--- src/pkg/lbus_area_pkg.sv ---
// Purpose: Constants for the local bus area decoder and bus sizing engine
// Assumes: One 200 MHz clock, configuration held on plain ports
// Notes:   Rule summary below
// Contract
// - Endian strap caught at reset; low big-endian, high little-endian.
// - Widths 8, 16, 32 for memory; only 8 or 16 for card.
// - Narrow width splits access into cycles, address steps by width bytes.
// - 32-byte burst starts at requested data, wraps, holds bus throughout.
// - 8-byte and 16-byte requests become two or four 4-byte accesses.
// - Area chosen by address bits 28..26, codes 0..5 map areas 0..5.
// - Area 0 width comes from two width straps caught at reset.
// - Access to areas 0,1,2,4,5 asserts that area's active-low select.
// - SRAM reads use read strobe as OE; writes use four byte strobes.
// - Per-area software wait count from 0 to 25 cycles.
// - External wait stretches cycle; ignored when software wait is zero.
// - Per-area setup and hold of 0 to 7 cycles around strobes.
// - Cycle-start hold 0 or 1, effective only with setup of 1 or more.
// - Burst ROM on areas 0 and 1 takes a 0..7 burst pitch.
// - Burst ROM transfer cycle lasts 2 to 9 cycles by wait setting.
// - Areas 2,4,5 mapped away by map select get no chip select.
// - Area 3 is external memory only: no select or strobes.
// - Card mode on area 5 drives card enables; write strobes become card signals.
// - Card address-to-enable setup of 0 to 15 cycles; code drives enables with the address and delays only the strobe.
// - Card adds 0 to 50 extra wait cycles to the wait count.
package lbus_area_pkg;
	localparam int AREA_MSB       = 28;
	localparam int AREA_LSB       = 26;
	localparam logic [2:0] AREA3_CODE = 3'h3;
	localparam logic [2:0] AREA5_CODE = 3'h5;
	localparam logic [1:0] WIDTH_8  = 2'h1;
	localparam logic [1:0] WIDTH_16 = 2'h2;
	localparam logic [1:0] WIDTH_32 = 2'h3;
	localparam logic [4:0] MAX_SW_WAIT   = 5'h19;
	localparam logic [5:0] MAX_CARD_WAIT = 6'h32;
	localparam logic [5:0] BURST_BYTES   = 6'h20;
	localparam logic [5:0] LONG_BYTES    = 6'h04;
	localparam logic       RST_LITTLE    = 1'h0;
	localparam logic [1:0] RST_A0_WIDTH  = 2'h3;
	typedef enum logic [1:0] {
		IF_SRAM,
		IF_BROM,
		IF_MPX,
		IF_CARD
	} if_type_t;
	typedef enum logic [2:0] {
		SZ_BYTE,
		SZ_WORD,
		SZ_LONG,
		SZ_QUAD,
		SZ_OCTA,
		SZ_LINE
	} acc_size_t;
endpackage

--- src/logic/lbus_lane_steer.sv ---
// Purpose: Byte lane steering for one bus cycle
// Assumes: Bus cycle address low bits and width already known
// Notes:   Pure combinational; output register lives in the caller
`timescale 1ns/10ps
module lbus_lane_steer (
	// Cycle description
	input  wire logic [1:0]  i_addr_lo,
	input  wire logic [2:0]  i_nbytes,
	input  wire logic        i_little,
	input  wire logic [1:0]  i_width,
	// Data in, internal order
	input  wire logic [31:0] i_wdata,
	// Lane outputs
	output logic      [31:0] o_lane_data,
	output logic      [3:0]  o_lane_en
);
	logic [3:0] lane;
	logic [2:0] k;
	logic [7:0] b;
	always_comb begin
		o_lane_data = 32'h0;
		o_lane_en = 4'h0;
		lane = 4'h0;
		b = 8'h0;
		for (int i = 0; i < 4; i++) begin
			k = 3'(i);
			if (k < i_nbytes) begin
				// Big-endian puts first byte on the top lane of the device word
				b = i_little ? i_wdata[8*i +: 8] : i_wdata[8*(4-int'(i_nbytes))+8*(int'(i_nbytes)-1-i) +: 8];
				lane = 4'({2'h0, i_addr_lo} + {1'h0, k});
				if (i_width == lbus_area_pkg::WIDTH_8) begin
					lane = 4'h0;
				end else if (i_width == lbus_area_pkg::WIDTH_16) begin
					lane = {3'h0, lane[0]};
				end
				if (!i_little && i_width == lbus_area_pkg::WIDTH_16) begin
					lane = {3'h0, ~lane[0]};
				end else if (!i_little && i_width == lbus_area_pkg::WIDTH_32) begin
					lane = 4'(3 - int'(lane[1:0]));
				end
				o_lane_data[8*lane[1:0] +: 8] = b;
				o_lane_en[lane[1:0]] = 1'h1;
			end
		end
	end
endmodule

--- src/logic/lbus_area_ctrl.sv ---
// Purpose: Area decode, bus sizing and strobe timing for the local bus
// Assumes: Requester holds request until o_done; config stable while busy
// Notes:   Per-area settings arrive as packed plain ports, index = area code; map select bits 0..2 are areas 2,4,5
`timescale 1ns/10ps
module lbus_area_ctrl (
	// Clock and reset
	input  wire logic        i_clk,
	input  wire logic        i_rst_b,
	// Strap pins
	input  wire logic        i_endian_strap_pin,
	input  wire logic        i_area0_width_strap_hi,
	input  wire logic        i_area0_width_strap_lo,
	// Internal request
	input  wire logic        i_req,
	input  wire logic [28:0] i_addr,
	input  wire logic        i_write,
	input  wire logic [2:0]  i_size,
	input  wire logic [31:0] i_wdata,
	output logic             o_busy,
	output logic             o_done,
	output logic             o_beat,
	output logic [31:0]      o_rdata,
	// Per-area configuration, 6 areas
	input  wire logic [11:0] i_bus_width_field,
	input  wire logic [11:0] i_if_type,
	input  wire logic [29:0] i_software_wait_field,
	input  wire logic [17:0] i_setup_wait,
	input  wire logic [17:0] i_hold_wait,
	input  wire logic [5:0]  i_start_hold,
	input  wire logic [5:0]  i_burst_pitch_field,
	input  wire logic [2:0]  i_area_map_select_bit,
	// Card timing, area 5
	input  wire logic [3:0]  i_card_wait_field,
	input  wire logic [1:0]  i_card_extra_wait_field,
	input  wire logic [2:0]  i_card_address_setup_field,
	input  wire logic        i_card_address_hold_field,
	input  wire logic        i_card_use_card_wait,
	// External bus
	input  wire logic        i_ext_wait_b,
	input  wire logic [31:0] i_ext_data,
	output logic [25:0]      o_ext_addr,
	output logic [31:0]      o_ext_data,
	output logic             o_ext_data_oe,
	output logic [5:0]       o_area_chip_select_b,
	output logic             o_read_strobe_b,
	output logic [3:0]       o_byte_write_strobes_b,
	output logic             o_bus_cycle_start_b,
	output logic             o_card_enable_low_b,
	output logic             o_card_enable_high_b,
	// Status
	output logic             o_little,
	output logic [1:0]       o_area0_width
);
	typedef enum logic [2:0] {
		ST_IDLE,
		ST_SETUP,
		ST_STROBE,
		ST_HOLD
	} state_t;

	function automatic logic [5:0] total_bytes(input logic [2:0] sz);
		case (sz)
			3'h0: total_bytes = 6'h01;
			3'h1: total_bytes = 6'h02;
			3'h2: total_bytes = 6'h04;
			3'h3: total_bytes = 6'h08;
			3'h4: total_bytes = 6'h10;
			default: total_bytes = lbus_area_pkg::BURST_BYTES;
		endcase
	endfunction

	function automatic logic [2:0] width_bytes(input logic [1:0] w);
		if (w == lbus_area_pkg::WIDTH_8) begin
			width_bytes = 3'h1;
		end else if (w == lbus_area_pkg::WIDTH_16) begin
			width_bytes = 3'h2;
		end else begin
			width_bytes = 3'h4;
		end
	endfunction

	state_t      state;
	logic        little;
	logic [1:0]  a0_width;
	logic [2:0]  area;
	logic [1:0]  width;
	logic [1:0]  iftype;
	logic        no_select;
	logic [4:0]  sw_wait;
	logic [6:0]  wait_total;
	logic [2:0]  setup;
	logic [2:0]  hold;
	logic [2:0]  pitch;
	logic        card;
	logic [28:0] cyc_addr;
	logic [5:0]  left;
	logic [5:0]  unit_left;
	logic [31:0] data_buf;
	logic [7:0]  cnt;
	logic        first_beat;
	logic [2:0]  step;
	logic [2:0]  nbytes;
	logic [31:0] lane_data;
	logic [3:0]  lane_en;
	logic        w_meta;
	logic        w_s2;
	logic        w_s3;
	logic        ext_wait;
	logic        wait_ok;

	// Strap capture on clocked reset only; no async load of pins
	always_ff @(posedge i_clk) begin
		if (!i_rst_b) begin
			little <= i_endian_strap_pin;
			a0_width <= {i_area0_width_strap_hi, i_area0_width_strap_lo};
		end
	end
	assign o_little = little;
	assign o_area0_width = a0_width;

	// External wait input: three stages, change taken when last two agree
	always_ff @(posedge i_clk) begin
		if (!i_rst_b) begin
			w_meta <= 1'h1;
			w_s2 <= 1'h1;
			w_s3 <= 1'h1;
			ext_wait <= 1'h0;
		end else begin
			w_meta <= i_ext_wait_b;
			w_s2 <= w_meta;
			w_s3 <= w_s2;
			if (w_s2 == w_s3) begin
				ext_wait <= ~w_s3;
			end
		end
	end

	// Area decode from latched cycle address
	always_comb begin
		area = cyc_addr[lbus_area_pkg::AREA_MSB:lbus_area_pkg::AREA_LSB];
		iftype = i_if_type[2*area +: 2];
		card = (area == lbus_area_pkg::AREA5_CODE) && (iftype == 2'(lbus_area_pkg::IF_CARD));
		if (area == 3'h0) begin
			width = a0_width;
			if (iftype == 2'(lbus_area_pkg::IF_CARD)) begin
				iftype = 2'(lbus_area_pkg::IF_SRAM);
			end
		end else begin
			width = i_bus_width_field[2*area +: 2];
		end
		if (width == 2'h0) begin
			width = lbus_area_pkg::WIDTH_32;
		end
		if (card && width == lbus_area_pkg::WIDTH_32) begin
			width = lbus_area_pkg::WIDTH_16;
		end
		no_select = (area == lbus_area_pkg::AREA3_CODE) || (area > 3'h5);
		if (area == 3'h2) begin
			no_select = no_select | i_area_map_select_bit[0];
		end else if (area == 3'h4) begin
			no_select = no_select | i_area_map_select_bit[1];
		end else if (area == 3'h5) begin
			no_select = no_select | i_area_map_select_bit[2];
		end
		sw_wait = card && i_card_use_card_wait ? {1'h0, i_card_wait_field}
			: i_software_wait_field[5*area +: 5];
		if (sw_wait > lbus_area_pkg::MAX_SW_WAIT) begin
			sw_wait = lbus_area_pkg::MAX_SW_WAIT;
		end
		wait_total = {2'h0, sw_wait};
		if (card) begin
			// Extra card wait code 0..3 gives 0, 10, 25, 50 cycles
			case (i_card_extra_wait_field)
				2'h0: wait_total = wait_total;
				2'h1: wait_total = 7'(wait_total + 7'h0a);
				2'h2: wait_total = 7'(wait_total + 7'h19);
				default: wait_total = 7'(wait_total + {1'h0, lbus_area_pkg::MAX_CARD_WAIT});
			endcase
		end
		setup = i_setup_wait[3*area +: 3];
		hold = i_hold_wait[3*area +: 3];
		pitch = (area < 3'h2) ? i_burst_pitch_field[3*area +: 3] : 3'h0;
		step = width_bytes(width);
		nbytes = (unit_left < {3'h0, step}) ? unit_left[2:0] : step;
	end

	lbus_lane_steer u_steer (
		.i_addr_lo   (cyc_addr[1:0]),
		.i_nbytes    (nbytes),
		.i_little    (little),
		.i_width     (width),
		.i_wdata     (data_buf),
		.o_lane_data (lane_data),
		.o_lane_en   (lane_en)
	);

	// External wait honoured only when software wait is nonzero
	assign wait_ok = (sw_wait == 5'h0) || !ext_wait;

	// Sequencer: setup, strobe with waits, hold; then next sized beat
	always_ff @(posedge i_clk) begin
		if (!i_rst_b) begin
			state <= ST_IDLE;
			cnt <= 8'h0;
			cyc_addr <= 29'h0;
			left <= 6'h0;
			unit_left <= 6'h0;
			first_beat <= 1'h0;
			o_done <= 1'h0;
			o_beat <= 1'h0;
		end else begin
			o_done <= 1'h0;
			o_beat <= 1'h0;
			case (state)
				ST_IDLE: begin
					if (i_req && !o_done) begin
						cyc_addr <= i_addr;
						left <= total_bytes(i_size);
						// Wide transfers go as 4-byte units
						unit_left <= (total_bytes(i_size) > lbus_area_pkg::LONG_BYTES)
							? lbus_area_pkg::LONG_BYTES : total_bytes(i_size);
						first_beat <= 1'h1;
						cnt <= 8'h0;
						state <= ST_SETUP;
					end
				end
				ST_SETUP: begin
					cnt <= 8'(cnt + 8'h1);
					// Card setup uses address setup field plus hold bit as 4-bit count
					if ((card && cnt >= {4'h0, i_card_address_hold_field, i_card_address_setup_field})
						|| (!card && cnt >= {5'h0, setup})) begin
						cnt <= 8'h0;
						state <= ST_STROBE;
					end
				end
				ST_STROBE: begin
					cnt <= 8'(cnt + 8'h1);
					// Later burst ROM beats use the pitch: 2..9 cycles total
					if (((iftype == 2'(lbus_area_pkg::IF_BROM) && !first_beat)
						? (cnt >= {5'h0, pitch}) : (cnt >= {1'h0, wait_total}))
						&& wait_ok) begin
						o_beat <= 1'h1;
						cnt <= 8'h0;
						first_beat <= 1'h0;
						left <= 6'(left - {3'h0, nbytes});
						unit_left <= 6'(unit_left - {3'h0, nbytes});
						// Wraparound inside the 32-byte line
						if (left > lbus_area_pkg::LONG_BYTES) begin
							cyc_addr[4:0] <= 5'(cyc_addr[4:0] + {2'h0, nbytes});
						end else begin
							cyc_addr[1:0] <= 2'(cyc_addr[1:0] + nbytes[1:0]);
						end
						if (unit_left == {3'h0, nbytes}) begin
							unit_left <= lbus_area_pkg::LONG_BYTES;
						end
						state <= ST_HOLD;
					end
				end
				default: begin
					cnt <= 8'(cnt + 8'h1);
					if (cnt >= {5'h0, hold}) begin
						cnt <= 8'h0;
						if (left == 6'h0) begin
							o_done <= 1'h1;
							state <= ST_IDLE;
						end else if (iftype == 2'(lbus_area_pkg::IF_BROM)) begin
							state <= ST_STROBE;
						end else begin
							state <= ST_SETUP;
						end
					end
				end
			endcase
		end
	end

	// Read data capture per beat
	always_ff @(posedge i_clk) begin
		if (!i_rst_b) begin
			o_rdata <= 32'h0;
			data_buf <= 32'h0;
		end else if (state == ST_IDLE && i_req) begin
			data_buf <= i_wdata;
		end else if (o_beat && !o_read_strobe_b) begin
			// Strobe pin lags state, so data stands in the cycle after the beat
			o_rdata <= i_ext_data;
		end
	end

	// External pins, registered from current state, so they lag it by one cycle
	always_ff @(posedge i_clk) begin
		if (!i_rst_b) begin
			o_ext_addr <= 26'h0;
			o_ext_data <= 32'h0;
			o_ext_data_oe <= 1'h0;
			o_area_chip_select_b <= 6'h3f;
			o_read_strobe_b <= 1'h1;
			o_byte_write_strobes_b <= 4'hf;
			o_bus_cycle_start_b <= 1'h1;
			o_card_enable_low_b <= 1'h1;
			o_card_enable_high_b <= 1'h1;
		end else begin
			o_ext_addr <= cyc_addr[25:0];
			o_ext_data <= lane_data;
			o_ext_data_oe <= (state != ST_IDLE) && i_write && !no_select;
			o_area_chip_select_b <= 6'h3f;
			o_read_strobe_b <= 1'h1;
			o_byte_write_strobes_b <= 4'hf;
			o_bus_cycle_start_b <= 1'h1;
			o_card_enable_low_b <= 1'h1;
			o_card_enable_high_b <= 1'h1;
			if (state != ST_IDLE && !no_select) begin
				if (!card) begin
					o_area_chip_select_b[area] <= 1'h0;
				end else begin
					o_area_chip_select_b[area] <= 1'h0;
					o_card_enable_low_b <= 1'h0;
					o_card_enable_high_b <= !(width == lbus_area_pkg::WIDTH_16 && nbytes > 3'h1);
				end
				// Start marker extends one cycle when start hold set and setup nonzero
				o_bus_cycle_start_b <= !((state == ST_SETUP && cnt == 8'h0)
					|| (state == ST_SETUP && cnt == 8'h1 && setup != 3'h0
					&& i_start_hold[area]));
				if (state == ST_STROBE) begin
					if (!i_write) begin
						o_read_strobe_b <= 1'h0;
					end else if (card) begin
						// Card: lane 1 is card write, driven low; lane 3 card I/O write stays high
						o_byte_write_strobes_b <= 4'b1101;
					end else begin
						o_byte_write_strobes_b <= ~lane_en;
					end
				end
			end
		end
	end

	assign o_busy = (state != ST_IDLE);
endmodule

--- config.mk ---
export PLATFORM = sky130hd
export DESIGN_NAME = lbus_area_ctrl
export DESIGN_NICKNAME = d
export VERILOG_FILES = /design/src/pkg/lbus_area_pkg.sv /design/src/logic/lbus_lane_steer.sv /design/src/logic/lbus_area_ctrl.sv
export SDC_FILE = /design/constraint.sdc
export NUM_CORES = 1
export LEC_CHECK = 0
export BUFFER_PORTS_ARGS = -buffer_cell sky130_fd_sc_hd__buf_4
export CAP_MARGIN = 20
export CORE_MARGIN = 1
export CORE_UTILIZATION = 43
export CTS_CLUSTER_DIAMETER = 120
export DETAILED_ROUTE_END_ITERATION = 8
export PLACE_DENSITY = 0.67
export SETUP_SLACK_MARGIN = 0.1
export SLEW_MARGIN = 10
export SYNTH_ARGS = -nofsm -noshare
export SYNTH_HDL_FRONTEND = slang
export SYNTH_HIERARCHICAL = 1
export SYNTH_SLANG_ARGS = --single-unit
--- constraint.sdc ---
create_clock -name i_clk -period 20.4 [get_ports i_clk]
set_input_delay 2.04 -clock i_clk [delete_from_list [all_inputs] [get_ports i_clk]]
set_output_delay 2.04 -clock i_clk [all_outputs]
set_load 0.02 [all_outputs]
==> flow_metrics.tcl, run 1 <==
set metrics [dict create \
    outcome "complete, no violations" \
    grt_pass1_wl_um 64900 \
    async_reset_ff_share_pct 0 \
    final.setup.worst_slack_ps 12080 \
    vdd_drop_max_mv 0.206 \
    synth-seq-cells 198 \
    clk_pin_slew_worst_paths_ps 80 \
    critical_path.most_common_cell "ha_1" \
    drc 0 \
    tns_ps 0 \
    fmax_mhz 120 \
    setup_violations 0 \
    routed_via_density 5.75 \
    core_um2 29600 \
    numCtsBuffers 17 \
    cp-start-kind "input pin" \
    worst_pin_slew_ps 1090 \
    grt_setup_unrepaired "no" \
    ys_seq_area_share_pct 31.0 \
    hold_buffers 0 \
    grtUsageTotal_pct 26.8 \
    cts-root-buf "clkbuf_16" \
    path_class "input pin to register" \
    clk_latency_ps 460 \
    finalCriticalPeriod_ps 8320 \
    dp_hpwl_um 32600 \
    finalWeightedCongestion 0.963 \
    endpoint_kind "register" \
    yosys_warnings 6 \
    wl_per_cell_um 18.5 \
    io_buffers 328 \
    wirelength_um 42800 \
    period_share_pct 40.8 \
    ctsLongestPathBuffers 2 \
    power_leakage_nw 6.65 \
    cts_tree "yes" \
    synth-edff-count 3 \
    hold_class "register to register" \
    synth_flop_cell "dfxtp_1" \
    cp_top_family "compound AO/OA/AOI/OAI gates" \
    h-tree-depth 4 \
    drv_cap 0 \
    fillers 2840 \
    fin_skew_ps 21.4 \
    required_ps 20780 \
    first_pass_iters 6 \
    netlist_instances 1640 \
    grt_max_degree 78 \
    finalPower_w 0.00227 \
    syn-num-nets 1949 \
    nNetsFinal 2218 \
    layout-drive-gt1-share_pct 22.6 \
    grt_pass1_vias 12100 \
    die_x_um 175 \
    slew_viol_final 0 \
    crit_buf_inv 5 \
    max_stage_delay_ps 560 \
    row_count 63 \
    io_pins 331 \
    antenna_found_initial 2 \
    arrival_ps 8700 \
    clock_sinks 198 \
    synth_cell_types 99 \
    initialDrtViolationCount 1161 \
    syn_avg_cell_area_um2 7.86 \
    cts_resized 0 \
    critPathMaxFanout 8 \
    initial_core_util_pct 43.6 \
    syn_to_final_growth_pct 25.2 \
    cpMaxStageDelayCell "a21oi_1" \
    pre_cts_slack_ps 11840 \
    die_h_um 175 \
    syn-cell-area_um2 12900 \
    post_cts_buffers 0 \
    relSlewSlack_pct 26.7 \
    vias 13300 \
    p_per_area_nw_per_um2 141 \
    antenna_left 0 \
    grt_overflow_total 0 \
    hold_viol 0 \
    die-area_um2 30700 \
]
[area by class of cell]
class / count / area (um^2) / area share [%]
multi-input combinational: 1289 / 8250 / 51.1
sequential: 198 / 4000 / 24.8
antenna: 2 / 5.00 / 0.0310
inverter: 61 / 230 / 1.43
clock buffer: 18 / 429 / 2.66
tap: 390 / 488 / 3.02
clock inverter: 14 / 169 / 1.05
timing repair buffer: 342 / 2560 / 15.9
[flip-flops by register name, indices dropped and copies added, names as in the netlist, 2 cells and up]
name	count
o_ext_addr	26
cyc_addr	29
unit_left	6
state	2
o_byte_write_strobes_b	4
o_ext_data	32
left	6
cnt	8
o_area_chip_select_b	6
o_rdata	32
o_area0_width	2
data_buf	32
[routing by layer]
layer | vias to the layer above | wire length [um] | part of all wire, % | GRT usage [%]
met5 | - | 0 | 0 | 0
met4 | 0 | 902 | 2.1 | 7.86
met3 | 57 | 2790 | 6.5 | 4.09
met2 | 571 | 21800 | 51 | 48.9
met1 | 6241 | 17300 | 40 | 32.2
li1 | 6438 | - | - | -
[cell families (layout without fill, tap and decap cells)]
kind of cell | Yosys count | count (layout) | synth area share, %
AND/OR/NAND/NOR | 673 | 673 | 25.0
AO/OA/AOI/OAI | 447 | 447 | 22.6
flip-flops | 198 | 198 | 31.0
buffers and inverters | 153 | 435 | 5.03
adder cells (fa/ha/maj) | 90 | 90 | 8.90
multiplexers | 63 | 63 | 6.05
XOR/XNOR | 15 | 15 | 1.34
other | 1 | 3 | 0.0291
[report_power, final]
part / switching, W / total, W / internal (W)
Combinational: 0.000952 / 0.00145 / 0.000497
Sequential: 0.0000390 / 0.000475 / 0.000436
Clock: 0.000182 / 0.000349 / 0.000167
Total: 0.00117 / 0.00227 / 0.00110
[synth_stat cells (all sizes together) (9+ instances only)]
cell | instances | area, um^2
clkbuf | 58 | 218
or3 | 9 | 56.3
nor3 | 43 | 220
o22ai | 11 | 68.8
nor2b | 18 | 113
xnor2 | 11 | 104
a211oi | 10 | 103
ha | 86 | 1080
and2 | 60 | 375
mux2 | 14 | 161
nand4 | 20 | 125
dfxtp | 195 | 3900
o211ai | 19 | 143
a21oi | 166 | 835
buf | 34 | 201
nor2 | 78 | 293
nand2 | 320 | 1200
mux4 | 9 | 203
nand3b | 15 | 113
or2 | 9 | 56.3
inv | 60 | 225
o21ai | 81 | 413
o221ai | 24 | 210
nand2b | 25 | 159
and3 | 12 | 75.1
a31oi | 33 | 213
o32ai | 28 | 245
mux2i | 40 | 415
nand3 | 34 | 175
[worst reg2reg max path: cells and delay by family (launching register included)]
kind,cells,cell delay (ps)
compound gates,11,2970
xor+xnor,2,440
fa+ha+maj,5,1350
buf+inv,6,1710
flops,1,320
simple gates,5,910
[final timing paths]
check                             from  slack, ps  cells past startpoint              to
setup / recovery  i_bus_width_field[3]      12080                     29  o_ext_data[23]
hold / removal                  w_meta        420                      1            w_s2
setup reg to reg          cyc_addr[26]      12640                     29  o_ext_data[23]
hold reg to reg                 w_meta        420                      1            w_s2
[layout by cell type (no fill, tap or decap), types with 10 or more instances in the layout]
master and instances:
o22ai_1 11, nor2_1 77, nand4_1 20, and3_1 12, o21ai_0 70, xnor2_1 10
and2_1 60, nand3_1 33, nand2_1 319, dfxtp_1 194, nand3b_1 15, a31oi_1 32
a21oi_1 165, inv_1 58, buf_4 341, clkbuf_16 17, ha_1 86, o32ai_1 28
nor2b_1 18, mux2i_1 36, nand2b_1 24, o211ai_1 19, o221ai_1 24, mux2_2 12
nor3_1 42
[per-stage QoR]
| step | hold WS (ps) | std cells | instance area (um^2) | util (%) |
|---|---|---|---|---|
| floorplan | 386 | 1640 | 12900 | - |
| global placement | 394 | 2279 | 15500 | 52.5 |
| detailed placement | 407 | 2279 | 15500 | 52.5 |
| CTS | 425 | 2311 | 16100 | 54.5 |
| global route | 468 | 2312 | 16100 | 54.6 |
| finish | 420 | 2314 | 16100 | 54.6 |
(Power assumes the default switching activity.)
==> run 2, diff against run 1 <==
Settings changed: PLACE_DENSITY 0.67 to 0.7.
Clock period 20.4 ns to 7.65 ns, I/O delays scaled along.
==> run 2 against run 1 <==
Effect of this change: sequential share of layout area fell by 0.094 points; clock-buffer cell count unchanged; combinational power rose to 2.7 times the previous value; power rose to 2.7 times the previous value; sequential power increased to 2.7 times the previous value; critical path depth up 1; critical path type is now register to register; first-iteration DRC count increased by 5.3%; flip-flop and latch count did not move; non-clock buffer count rose by 4; largest power group unchanged; register-to-register slack got worse by 12000 ps; cell count is 0.22% higher; routed wire length rose by 3.1%.
==> flow_metrics.tcl, run 2 (synthesized netlist as in run 1, its figures left out) <==
set metrics [dict create \
    wl_per_cell_um 19.0 \
    ff_latch_area_um2 4000 \
    cts-root-buf "clkbuf_16" \
    grtUsageTotal_pct 28.0 \
    dp_hpwl_um 34100 \
    row_count 63 \
    cpMaxStageDelayCell "dfxtp_2" \
    clk_pin_slew_worst_paths_ps 90 \
    initialDrtViolationCount 1223 \
    power_leakage_nw 6.68 \
    tns_ps 0 \
    io_buffers 328 \
    vias 13300 \
    drv_cap 0 \
    routed_via_density 5.76 \
    syn_to_final_growth_pct 25.7 \
    hold_class "register to register" \
    path_class "register to register" \
    final_common_cell "buf_4" \
    cp-start-kind "register" \
    die-area_um2 30700 \
    fin_skew_ps 16.1 \
    ctsLongestPathBuffers 2 \
    outcome "complete, no violations" \
    arrival_ps 7350 \
    required_ps 8040 \
    numCtsBuffers 17 \
    grt_pass1_vias 12500 \
    antenna_left 0 \
    hold_viol 0 \
    layout-drive-gt1-share_pct 22.9 \
    post_cts_buffers 0 \
    endpoint_kind "register" \
    final_cell_mix "buf_4, nand2_1, dfxtp_1" \
    fillers 2804 \
    fmax_mhz 144 \
    h-tree-depth 4 \
    critPathMaxFanout 14 \
    top_regs "data_buf (32), o_ext_data (32), o_rdata (32)" \
    finalCriticalPeriod_ps 6950 \
    p_per_area_nw_per_um2 376 \
    period_share_pct 90.9 \
    initial_core_util_pct 43.6 \
    die_x_um 175 \
    setup_violations 0 \
    crit_buf_inv 6 \
    multi_input_area_um2 8250 \
    grt_overflow_total 0 \
    finalWeightedCongestion 0.922 \
    slew_viol_final 0 \
    core_um2 29600 \
    wirelength_um 44100 \
    postLayoutCellArea_um2 16200 \
    cp_top_family "compound AO/OA/AOI/OAI gates" \
    grt_pass1_wl_um 67600 \
    die_h_um 175 \
    place_area_um2 15600 \
    first_pass_iters 6 \
    grt_max_degree 95 \
    relSlewSlack_pct 27.2 \
    nNetsFinal 2222 \
    drc 0 \
    grt_setup_unrepaired "no" \
    critical_path.most_common_cell "ha_1" \
    vdd_drop_max_mv 0.586 \
    max_stage_delay_ps 610 \
    clk_latency_ps 450 \
    cts_tree "yes" \
    io_pins 331 \
    antenna_found_initial 3 \
    worst_pin_slew_ps 1090 \
    clock_sinks 198 \
]
[run 2: worst min-delay path: cells and delay by family, from the launching register on]
| kind | cells | cell delay (ps) |
|---|---|---|
| DFF | 1 | 310 |
| AOI/OAI and AO/OA | 1 | 50 |
| and+or+nand+nor | 1 | 50 |
[run 2: where the power goes]
group | switching, W | internal (W) | total (W)
clock network | 0.000470 | 0.000472 | 0.000943
logic | 0.00253 | 0.00134 | 0.00386
registers | 0.000113 | 0.00116 | 0.00128
[run 2: final timing paths]
kind / slack [ps] / endpoint / startpoint / cells after the start
worst max-delay path: 700 / o_ext_data[15] / cyc_addr[26] / 30
worst min-delay path: 450 / cyc_addr[13] / cyc_addr[13] / 2
worst max register to register: 700 / o_ext_data[15] / cyc_addr[26] / 30
worst min register to register: 450 / cyc_addr[13] / cyc_addr[13] / 2
[run 2: area by class of cell]
class,instances,area share [%]
sequential,198,24.7
antenna,3,0.0464
multi-input combinational,1289,51.0
clock buffer,18,2.65
clock inverter,14,1.16
timing repair buffer,346,16.0
inverter,61,1.44
tap,390,3.01
[run 2: layer usage]
layer | part of all wire (%) | GRT usage [%] | up-vias
li1 | - | - | 6448
met1 | 40 | 33.2 | 6275
met2 | 51 | 50.3 | 546
met3 | 6.4 | 4.79 | 80
met4 | 2.8 | 10.2 | 0
met5 | 0 | 0 | -
[run 2: repair_timing]
| action | in CTS | in global routing |
|---|---|---|
| endpoints found under the setup margin | 0 | 25 |
| gates resized for setup | 0 | 2 |
| hold buffers | 0 | 0 |
[run 2: metrics by stage]
stage / instances / total power [W] / worst slack (ps) / utilization, % / hold slack (ps)
after detailed placement: 2284 / 0.00510 / 590 / 52.6 / 440
after CTS: 2316 / 0.00606 / 607 / 54.7 / 454
after floorplan: 1640 / 0.00423 / 1250 / - / 386
after global routing: 2318 / 0.00650 / 186 / 54.8 / 468
final: 2319 / 0.00608 / 695 / 54.8 / 451
after global placement: 2284 / 0.00501 / 747 / 52.6 / 431
